<file path="src/ssrp_map.vh">
// Constants for the serial register port
`ifndef SSRP_MAP_VH
`define SSRP_MAP_VH
// Register offsets (6-bit register address space)
`define SSRP_FMT_CFG_ADDR     6'h31
// Format configuration fields
`define SSRP_FMT_WIRE3_BIT    6
`define SSRP_FMT_CFG_RESET    8'h00
// First byte layout
`define SSRP_CMD_READ_BIT     7
`define SSRP_CMD_MB_BIT       6
// Timing, in ns, and cycle counts at the 100 MHz clock
`define SSRP_CLK_PERIOD_NS    10
`define SSRP_CS_DIS_MIN_NS    150
`define SSRP_CS_DIS_CYC       ((`SSRP_CS_DIS_MIN_NS + `SSRP_CLK_PERIOD_NS - 1) / `SSRP_CLK_PERIOD_NS)
`endif

</file>
<file path="src/ssrp_top.v">
// SPI slave register port with write-data FIFO and register file
`include "ssrp_map.vh"
`default_nettype none

// ==========================================================
// Small synchronous FIFO for write data
module ssrp_fifo #(
  parameter WIDTH = 14,
  parameter DEPTH = 8,
  parameter AW    = 3
) (
  input  wire             ref_clk_i,
  input  wire             rst_i,
  input  wire             in_valid_i,
  output wire             in_ready_o,
  input  wire [WIDTH-1:0] in_data_i,
  output wire             out_valid_o,
  input  wire             out_ready_i,
  output wire [WIDTH-1:0] out_data_o
);
  reg [WIDTH-1:0] mem [0:DEPTH-1];
  reg [AW:0]      wr_ptr_reg;
  reg [AW:0]      rd_ptr_reg;
  wire            full;
  wire            empty;

  // Extra pointer bit tells full from empty
  assign empty       = (wr_ptr_reg == rd_ptr_reg);
  assign full        = (wr_ptr_reg[AW-1:0] == rd_ptr_reg[AW-1:0]) &&
                       (wr_ptr_reg[AW] != rd_ptr_reg[AW]);
  assign in_ready_o  = !full;
  assign out_valid_o = !empty;
  assign out_data_o  = mem[rd_ptr_reg[AW-1:0]];

  // Storage has no reset; pointers define contents
  always @(posedge ref_clk_i) begin
    if (in_valid_i && !full)
      mem[wr_ptr_reg[AW-1:0]] <= in_data_i;
  end

  // Pointer update
  always @(posedge ref_clk_i or posedge rst_i) begin
    if (rst_i) begin
      wr_ptr_reg <= {(AW+1){1'b0}};
      rd_ptr_reg <= {(AW+1){1'b0}};
    end else begin
      if (in_valid_i && !full)
        wr_ptr_reg <= wr_ptr_reg + 1'b1;
      if (out_ready_i && !empty)
        rd_ptr_reg <= rd_ptr_reg + 1'b1;
    end
  end
endmodule // ssrp_fifo

// ==========================================================
// Port top: pin sampling, shifter, register file
module ssrp_top #(
  parameter FIFO_DEPTH = 8,
  parameter FIFO_AW    = 3
) (
  input  wire       ref_clk_i,
  input  wire       rst_i,
  input  wire       cs_n_i,
  input  wire       sclk_i,
  input  wire       sdi_i,
  output reg        sdio_o,
  output reg        sdio_oe_n_o,
  output reg        sdo_o,
  output reg        sdo_oe_n_o,
  output reg        two_wire_sel_o,
  output reg        wire3_mode_o,
  output reg        xfer_active_o
);
  localparam ST_IDLE = 3'b001;
  localparam ST_CMD  = 3'b010;
  localparam ST_DATA = 3'b100;

  reg [1:0] cs_sync_reg;
  reg [2:0] sclk_sync_reg;
  reg [1:0] sdi_sync_reg;
  reg [2:0] state_reg;
  reg [2:0] bit_cnt_reg;
  reg [7:0] shift_reg;
  reg [5:0] addr_reg;
  reg       read_reg;
  reg       mb_reg;
  reg [7:0] fmt_cfg_reg;
  reg       out_bit_reg;
  reg [7:0] regs [0:63];
  reg [5:0] rd_addr_reg;
  wire      cs_n_s;
  wire      sclk_rise;
  wire      sclk_fall;
  wire      sdi_s;
  wire [7:0] shifted;
  wire       wr_valid;
  wire       wr_ready;
  wire [13:0] wr_data;
  wire       q_valid;
  wire [13:0] q_data;

  // Second stage onward only; stage 0 feeds stage 1 alone
  assign cs_n_s    = cs_sync_reg[1];
  assign sdi_s     = sdi_sync_reg[1];
  assign sclk_rise = sclk_sync_reg[1] && !sclk_sync_reg[2];
  assign sclk_fall = !sclk_sync_reg[1] && sclk_sync_reg[2];
  assign shifted   = {shift_reg[6:0], sdi_s};

  // Two-flop synchronisers for cs and sdi, three flops for sclk
  always @(posedge ref_clk_i or posedge rst_i) begin
    if (rst_i) begin
      cs_sync_reg   <= 2'h3;
      sclk_sync_reg <= 3'h7;
      sdi_sync_reg  <= 2'h3;
    end else begin
      cs_sync_reg   <= {cs_sync_reg[0], cs_n_i};
      sclk_sync_reg <= {sclk_sync_reg[1:0], sclk_i};
      sdi_sync_reg  <= {sdi_sync_reg[0], sdi_i};
    end
  end

  // Completed write bytes queue here so register stores decouple from the shifter
  assign wr_valid = (state_reg == ST_DATA) && !read_reg && sclk_rise &&
                    (bit_cnt_reg == 3'h7) && !cs_n_s && wr_ready;
  assign wr_data  = {addr_reg, shifted};

  ssrp_fifo #(.WIDTH(14), .DEPTH(FIFO_DEPTH), .AW(FIFO_AW)) u_fifo (
    .ref_clk_i   (ref_clk_i),
    .rst_i       (rst_i),
    .in_valid_i  (wr_valid),
    .in_ready_o  (wr_ready),
    .in_data_i   (wr_data),
    .out_valid_o (q_valid),
    .out_ready_i (1'b1),
    .out_data_o  (q_data)
  );

  // Frame state machine and shifter
  always @(posedge ref_clk_i or posedge rst_i) begin
    if (rst_i) begin
      state_reg   <= ST_IDLE;
      bit_cnt_reg <= 3'h0;
      shift_reg   <= 8'h00;
      addr_reg    <= 6'h00;
      read_reg    <= 1'b0;
      mb_reg      <= 1'b0;
    end else if (cs_n_s) begin
      state_reg   <= ST_IDLE;
      bit_cnt_reg <= 3'h0;
    end else begin
      case (state_reg)
        ST_IDLE: begin
          state_reg   <= ST_CMD;
          bit_cnt_reg <= 3'h0;
        end
        ST_CMD: begin
          if (sclk_rise) begin
            shift_reg   <= shifted;
            bit_cnt_reg <= bit_cnt_reg + 3'h1;
            if (bit_cnt_reg == 3'h7) begin
              read_reg  <= shifted[`SSRP_CMD_READ_BIT];
              mb_reg    <= shifted[`SSRP_CMD_MB_BIT];
              addr_reg  <= shifted[5:0];
              state_reg <= ST_DATA;
            end
          end
        end
        ST_DATA: begin
          if (sclk_rise) begin
            shift_reg   <= shifted;
            bit_cnt_reg <= bit_cnt_reg + 3'h1;
            if (bit_cnt_reg == 3'h7) begin
              if (mb_reg)
                addr_reg <= addr_reg + 6'h01;
            end
          end
        end
        default: state_reg <= ST_IDLE;
      endcase
    end
  end

  // Register file store, drained from the FIFO
  always @(posedge ref_clk_i) begin
    if (q_valid)
      regs[q_data[13:8]] <= q_data[7:0];
  end

  // Format register kept in flops so the whole byte has a reset value
  always @(posedge ref_clk_i or posedge rst_i) begin
    if (rst_i) begin
      fmt_cfg_reg  <= `SSRP_FMT_CFG_RESET;
      wire3_mode_o <= 1'b0;
    end else if (q_valid && q_data[13:8] == `SSRP_FMT_CFG_ADDR) begin
      fmt_cfg_reg  <= q_data[7:0];
      wire3_mode_o <= q_data[`SSRP_FMT_WIRE3_BIT];
    end
  end

  // Read path: load byte at address, shift out on falling edges
  always @(posedge ref_clk_i or posedge rst_i) begin
    if (rst_i) begin
      out_bit_reg <= 1'b1;
      rd_addr_reg <= 6'h00;
    end else begin
      rd_addr_reg <= addr_reg;
      if (sclk_fall && state_reg == ST_DATA && read_reg)
        out_bit_reg <= (rd_addr_reg == `SSRP_FMT_CFG_ADDR) ?
                       fmt_byte(bit_cnt_reg) : reg_bit(bit_cnt_reg);
      else if (state_reg != ST_DATA)
        out_bit_reg <= 1'b1;
    end
  end

  // Pick MSB-first bit of the addressed register
  function reg_bit;
    input [2:0] idx;
    reg [7:0] b;
    begin
      b = regs[rd_addr_reg];
      reg_bit = b[3'h7 - idx];
    end
  endfunction

  function fmt_byte;
    input [2:0] idx;
    reg [7:0] b;
    begin
      b = fmt_cfg_reg;
      fmt_byte = b[3'h7 - idx];
    end
  endfunction

  // Pin drivers; enables are active low
  always @(posedge ref_clk_i or posedge rst_i) begin
    if (rst_i) begin
      sdo_o          <= 1'b1;
      sdo_oe_n_o     <= 1'b1;
      sdio_o         <= 1'b1;
      sdio_oe_n_o    <= 1'b1;
      two_wire_sel_o <= 1'b1;
      xfer_active_o  <= 1'b0;
    end else begin
      // select high means two-wire may listen
      two_wire_sel_o <= cs_n_s;
      xfer_active_o  <= !cs_n_s;
      sdo_o          <= out_bit_reg;
      sdio_o         <= out_bit_reg;
      // drive only reading; separate output in four wire
      sdo_oe_n_o     <= !(!cs_n_s && state_reg == ST_DATA && read_reg && !wire3_mode_o);
      sdio_oe_n_o    <= !(!cs_n_s && state_reg == ST_DATA && read_reg && wire3_mode_o);
    end
  end
endmodule // ssrp_top
`default_nettype wire

</file>
<file path="config.mk">
export PLATFORM = sky130hd
export DESIGN_NAME = ssrp_top
export DESIGN_NICKNAME = d
export VERILOG_FILES = /design/src/ssrp_top.v
export VERILOG_INCLUDE_DIRS = /design/src
export SDC_FILE = /design/constraint.sdc
export NUM_CORES = 1
export LEC_CHECK = 0
export BUFFER_PORTS_ARGS = -buffer_cell sky130_fd_sc_hd__buf_2
export CAP_MARGIN = 20
export CORE_AREA = 2 2 241 338
export DETAILED_ROUTE_END_ITERATION = 16
export DIE_AREA = 0 0 243 340
export PLACE_DENSITY = 0.58
export SYNTH_ARGS = -nofsm -noshare
export SYNTH_HDL_FRONTEND = slang
export SYNTH_SLANG_ARGS = --single-unit
export TNS_END_PERCENT = 5
</file>
<file path="constraint.sdc">
create_clock -name ref_clk_i -period 7.6 [get_ports ref_clk_i]
set_input_delay 0 -clock ref_clk_i [delete_from_list [all_inputs] [get_ports ref_clk_i]]
set_output_delay 0 -clock ref_clk_i [all_outputs]
set_load 0.02 [all_outputs]
</file>
# After elaboration in Yosys (flattened, before gate mapping)
# Memories as Yosys holds them, arrays and structs flattened.
# Cells that the tools add are included.
dict set report op_classes {
  addsub 5
  n_reduce_logical 34
  muxes 23
  bitwise 1
  magnitude_cmp 1
  n_eq_ne 19
}
# op count
set ops {}
lappend ops {{6-bit two-way mux} 5}
lappend ops {{1-bit logical AND} 16}
lappend ops {{3-bit two-way mux} 5}
lappend ops {{6-bit equality test (second input constant)} 2}
lappend ops {{2-bit != test (second input constant)} 6}
lappend ops {{6-bit one-hot mux with 2 select lines} 1}
lappend ops {{1-bit zero test} 9}
lappend ops {{3-bit != test (second input constant)} 3}
lappend ops {{3-bit one-hot mux with 3 select lines} 1}
lappend ops {{4-bit by 1-bit adder with 4-bit output (second input constant)} 2}
lappend ops {{1-bit two-way mux} 8}
lappend ops {{7-bit AND reduction} 1}
lappend ops {{6-bit by 1-bit adder with 6-bit output (second input constant)} 1}
lappend ops {{1-bit binary-select mux with 3-bit select} 2}
lappend ops {{3-bit equality test (second input constant)} 2}
lappend ops {{3-bit one-hot mux with 2 select lines} 1}
lappend ops {{3-bit AND reduction} 2}
lappend ops {{4-bit equality test} 1}
lappend ops {{3-bit by 4-bit < comparator with 1-bit output (second input constant)} 1}
lappend ops {{4-bit AND reduction} 1}
lappend ops {{2-bit nonzero test} 2}
lappend ops {{3-bit by 1-bit adder with 3-bit output (second input constant)} 1}
lappend ops {{3-bit by 1-bit equality test with 1-bit output (second input constant)} 1}
lappend ops {{3-bit by 2-bit equality test with 1-bit output (second input constant)} 1}
lappend ops {{other kinds (8)} 8}
dict set report totals {
  elab_cells 105
  out_inout_bits 7
  register_bits 57
  input_bits 5
  mem_bits_rw 624
  memories 2
}
# name words width rd rd_clocked_by_memory_dff write_ports line
set mem_list {}
lappend mem_list {regs 64 8 1 0 1 ssrp_top.v:89} ;# reg [7:0] regs [0:63];
lappend mem_list {u_fifo.mem 8 14 1 0 1 ssrp_top.v:21} ;# reg [WIDTH-1:0] mem [0:DEPTH-1];

# Depth between registers and ports, before layout
dict set report depth {
  ltp_word 9
  depth_mapped 12
}

# Cells and area by module
# Synthesis repeated with hierarchy kept, for this count alone.
dict set report unflattened {
  cells_unflattened 1362
  hier_area_um2 26859.5
}
# module area_each_um2 n_inst cells_per_inst
set modules_own_cells {}
lappend modules_own_cells {ssrp_top 22027.4 1 1141}
lappend modules_own_cells {ssrp_fifo 4832.1 1 221}

# Worst setup path before layout
# Ideal clock, no wire load.
dict set report synth_path {
  path_type {flip-flop to flip-flop}
  startpoint {register bit_cnt_reg[1]}
  endpoint {memory u_fifo.mem[0][0] (enable)}
  period_less_slack_ns 3.035
  path_slack_ns 4.565
  arrival_ns 2.633
  path_stages_with_launch 8
  cell_sequence {dfrtp_1 > ha_1 > ha_1 > nand2_1 > or4_1 > a21oi_2 > nand2b_1 > nor3_1}
}
dict set report synth_between {
  elab_chain_len 7
}
# element line
set synth_rtl {}
lappend synth_rtl {{start, declared} ssrp_top.v:82} ;# reg [2:0] bit_cnt_reg;
lappend synth_rtl {{start signal, assigned} ssrp_top.v:159} ;# bit_cnt_reg <= bit_cnt_reg + 3'h1;
lappend synth_rtl {{start signal, assigned} ssrp_top.v:171} ;# bit_cnt_reg <= bit_cnt_reg + 3'h1;
lappend synth_rtl {{3-bit equality test} ssrp_top.v:124} ;# (bit_cnt_reg == 3'h7) && !cs_n_s && wr_ready;
lappend synth_rtl {{1-bit logical AND} ssrp_top.v:123} ;# assign wr_valid = (state_reg == ST_DATA) && !read_reg && sclk_rise &&
lappend synth_rtl {{1-bit logical AND (2 in a row)} ssrp_top.v:124}
lappend synth_rtl {{1-bit logical AND} ssrp_top.v:37} ;# if (in_valid_i && !full)
lappend synth_rtl {{1-bit two-way mux} ssrp_top.v:37}
lappend synth_rtl {{1-bit two-way mux (implied by the code)} ssrp_top.v:38} ;# mem[wr_ptr_reg[AW-1:0]] <= in_data_i;
lappend synth_rtl {{end, declared} ssrp_top.v:21}
# Every way passes these cells.

# Worst setup path after layout
dict set report layout_path {
  startpoint {register u_fifo.rd_ptr_reg[0]}
  endpoint {memory regs[10][7] (enable)}
}
dict set report layout_between {
  elab_chain_len 2
}
# element line
set layout_rtl {}
lappend layout_rtl {{start, declared} ssrp_top.v:23} ;# reg [AW:0] rd_ptr_reg;
lappend layout_rtl {{start signal, assigned} ssrp_top.v:45} ;# rd_ptr_reg <= {(AW+1){1'b0}};
lappend layout_rtl {{start signal, assigned} ssrp_top.v:50} ;# rd_ptr_reg <= rd_ptr_reg + 1'b1;
lappend layout_rtl {{branches (longest 2 deep; another with memory 8 x 14 bit)} n/a}
lappend layout_rtl {{end, declared} ssrp_top.v:89}
# Parallel ways; which one is timed is not known.

==> impl_metrics.toml <==
[outcome]
outcome = "finished clean"

[min_path]
hp-class = "input pin to flop"
holdPathStages = 2

[cts]
cts-resized-gates = 0
postCtsSetupBuffers = 0
cts_num_sinks = 680
clkTransAtPathRegs_ns = 0.06
cts_tree = "done"
cts.path.max_buffers = 3
root_buffer = "clkbuf_16"
cts_htree_levels = 3
cts_buffers = 69
clk_latency_ns = 0.61

[power]
p_per_area_nw_per_um2 = 244
pwr-share-clk_pct = 45.0
p_total_w = 0.00742
p_leak_nw = 9.39
p_int_w = 0.00600
seqPwrFrac_pct = 54.6
peakVddDrop_mv = 0.154
combinationalPowerShare_pct = 0.3
p_sw_share_pct = 19.1
switchingPower_w = 0.00142

[worst_setup_path]
setup.worst_path.start = "u_fifo.rd_ptr_reg[0]"
crit_cells = 6
crit_family = "simple AND/OR/NAND/NOR gates"
cpPeakStageDelay_ns = 0.84
worst_path_most_repeated_cell = "nor2_1"
ff2ff_path_depth = 6
worstPathCellList = "buf_4, mux4_2, mux2_2, nor2_1, nand3_1, nor2_1"
cp.required_ns = 7.82
rr_endpoint = "regs[10][7]"
critPathLaunchType = "flop"
critical_path_class = "flop to flop"
crit_path_end = "regs[10][7]"
worst_setup_path_end_kind = "flop"
crit_buf_inv = 1
crit_path_top_delay_cell = "nor2_1"
timing.rr.start = "u_fifo.rd_ptr_reg[0]"
critPathMaxFanout = 18
r2r_slack_ns = 3.64
cp_data_arrival_time_ns = 4.18

[sta]
skew_ns = 0.0213
setup_violations = 0
rsz0062_at_grt = "no"
worstMarginPinSlew_ns = 1.05
fin_crit_sh_pct = 52.1
slew_headroom_pct = 29.9
final_hold_viol_count = 0
slew_violations = 0
final.setup.tns_ns = 0
fmax_mhz = 253
fin_crit_ns = 3.96

[synth]
syn_area_um2 = 26900
ys.flop_type = "edfxtp_1"
async_flop_share_pct = 8.24
ys_seq_area_share_pct = 74.9
synth-warning-count = 0
synthCells = 1369
syn-num-nets = 1379
netlist.area_leader.share_pct = 69.6
yosysTopAreaCell = "edfxtp_1"
ys_seq_elements = 680
syn_area_per_cell_um2 = 19.7
synth_cell_types = 69
synth.area.top_cells = "edfxtp_1 70%, mux4_2 11%, dfrtp_1 4.0%"
synth_edf_count = 624

[grt]
grt_usage_pct = 15.0
grt_pass1_vias = 13651
overflow = 0
grt_antenna_before_repair = 0
grt_pass1_wl_um = 91500
grt_max_degree = 70

[floorplan]
dieArea_um2 = 82600
die_w_um = 243
start_util_pct = 33.8
rows = 123
core_area_um2 = 79700
io_pins = 12
die_h_um = 340

[detailed_routing]
vias = 13013
viasPerCell = 5.15
avgRoutedWirePerCell_um = 24.3
drt_pass1_iterations = 5
drt_iter0_markers = 1186
routed_wirelength_um = 61500
drc_errors = 0
postRouteAntennaNets = 0

[final_layout]
nNetsFinal = 1422
largest_register_ffs = 512
n_antenna_cell = 0
fillers = 7300
stdcell_count = 2528
drive_gt1_share_pct = 22.2
area_growth_pct = 12.8

[place]
gp_congestion = 0.820
dpl.cell_count = 2398
io_buffers = 11
dpl.hpwl_um = 37600

[job]
maxCapViolCount = 0
-- per-layer routing --
layer / wire [um] / up-vias / GRT usage [%] / share of wire (%)
met1: 23900 / 6867 / 18.3 / 39
met5: 0 / - / 0 / 0
li1: - / 5642 / - / -
met4: 2420 / 0 / 6.60 / 3.9
met2: 32200 / 408 / 26.5 / 52
met3: 2990 / 96 / 2.14 / 4.9
-- worst reg2reg max path, stage by stage (launching register included) --
cell and delay (ns):
dfrtp_2 0.66, buf_4 0.44, mux4_2 0.57, mux2_2 0.33, nor2_1 0.14, nand3_1 0.58, nor2_1 0.85
-- cells in the mapped netlist (9+ instances only) --
master,number
mux2i_1,54
dfstp_2,13
nor3_1,12
nand2b_1,11
o21ai_0,16
mux2_2,28
a22oi_1,11
nand3_1,12
nand2_1,72
edfxtp_1,624
clkbuf_1,18
a211oi_1,9
buf_4,11
a21oi_1,29
o221ai_1,20
mux4_2,130
nor2_1,91
dfrtp_1,43
buf_2,24
-- logic make-up (layout without fill, tap and decap cells) --
group,after synthesis,after routing,synth area share (%)
muxes,230,230,15.3
buffers and inverters,78,175,1.76
xor gates and xnor gates,11,11,0.358
adders and majority gates,5,5,0.232
DFF,680,680,74.9
and+or+nand+nor,241,241,4.17
AOI/OAI and AO/OA,124,124,3.25
-- timing repair --
action,CTS,global route
hold buffers,4,0
endpoints found under the hold margin,46,0
setup endpoints to repair,0,0
-- per-stage QoR --
stage	worst slack (ns)	hold slack (ns)	util (%)	cell area, um2
2_1_floorplan	4.56	0.00448	-	26900
3_3_place_gp	3.63	0.105	35.2	28100
3_5_place_dp	3.54	0.106	35.2	28100
4_1_cts	3.51	0.00739	38.1	30400
5_1_grt	3.41	0.0330	38.1	30400
6_report	3.64	0.0403	38.1	30400
-- cell usage in the layout (no fill, tap or decap), types with 5 or more instances in the layout --
master and n:
mux2_2 28, dfstp_2 13, inv_1 7, nor2_1 88, a211oi_1 9, a21oi_1 29, clkinv_1 20, buf_2 11
a31oi_1 8, nor2b_1 7, buf_4 23, mux2i_1 54, and2_1 7, and3_1 5, clkbuf_1 12, or3_1 8
mux4_2 130, ha_1 5, dfrtp_1 39, clkinv_2 7, nand2b_1 11, mux2_1 8, bufinv_16 7, nand3_1 12
nand2_1 72, xor2_1 8, o21ai_0 16, inv_6 5, a22oi_1 11, mux4_1 8, nor3_1 10, clkbuf_16 71
edfxtp_1 624, o221ai_1 20
-- power by group through the flow --
stage / clock network (W) / registers (W) / logic (W)
2_1_floorplan: 0 / 0.00413 / 0.0000175
3_3_place_gp: 0 / 0.00413 / 0.0000217
3_5_place_dp: 0 / 0.00413 / 0.0000222
4_1_cts: 0.00341 / 0.00405 / 0.0000239
5_1_grt: 0.00356 / 0.00405 / 0.0000269
6_report: 0.00334 / 0.00405 / 0.0000234
-- worst min path at each step --
stage	slack [ns]	start	endpoint
after floorplan	0.004	cs_n_i	cs_sync_reg[0]
after global placement	0.10	sdi_i	sdi_sync_reg[0]
after detailed placement	0.11	sdi_i	sdi_sync_reg[0]
after CTS	0.007	sdi_i	sdi_sync_reg[0]
after global routing	0.03	cs_n_i	cs_sync_reg[0]
final	0.04	sclk_i	sclk_sync_reg[0]
-- final cells by class --
cell class	instances	area [um2]	share of cell area, %
sequential	680	20200	66.4
inverter	10	37.5	0.124
clock inverter	42	397	1.31
multi-input combinational	611	6310	20.8
timing repair buffer	40	295	0.973
clock buffer	83	1820	6.00
tap	1062	1330	4.38
Power figures use the tool's default switching activity.
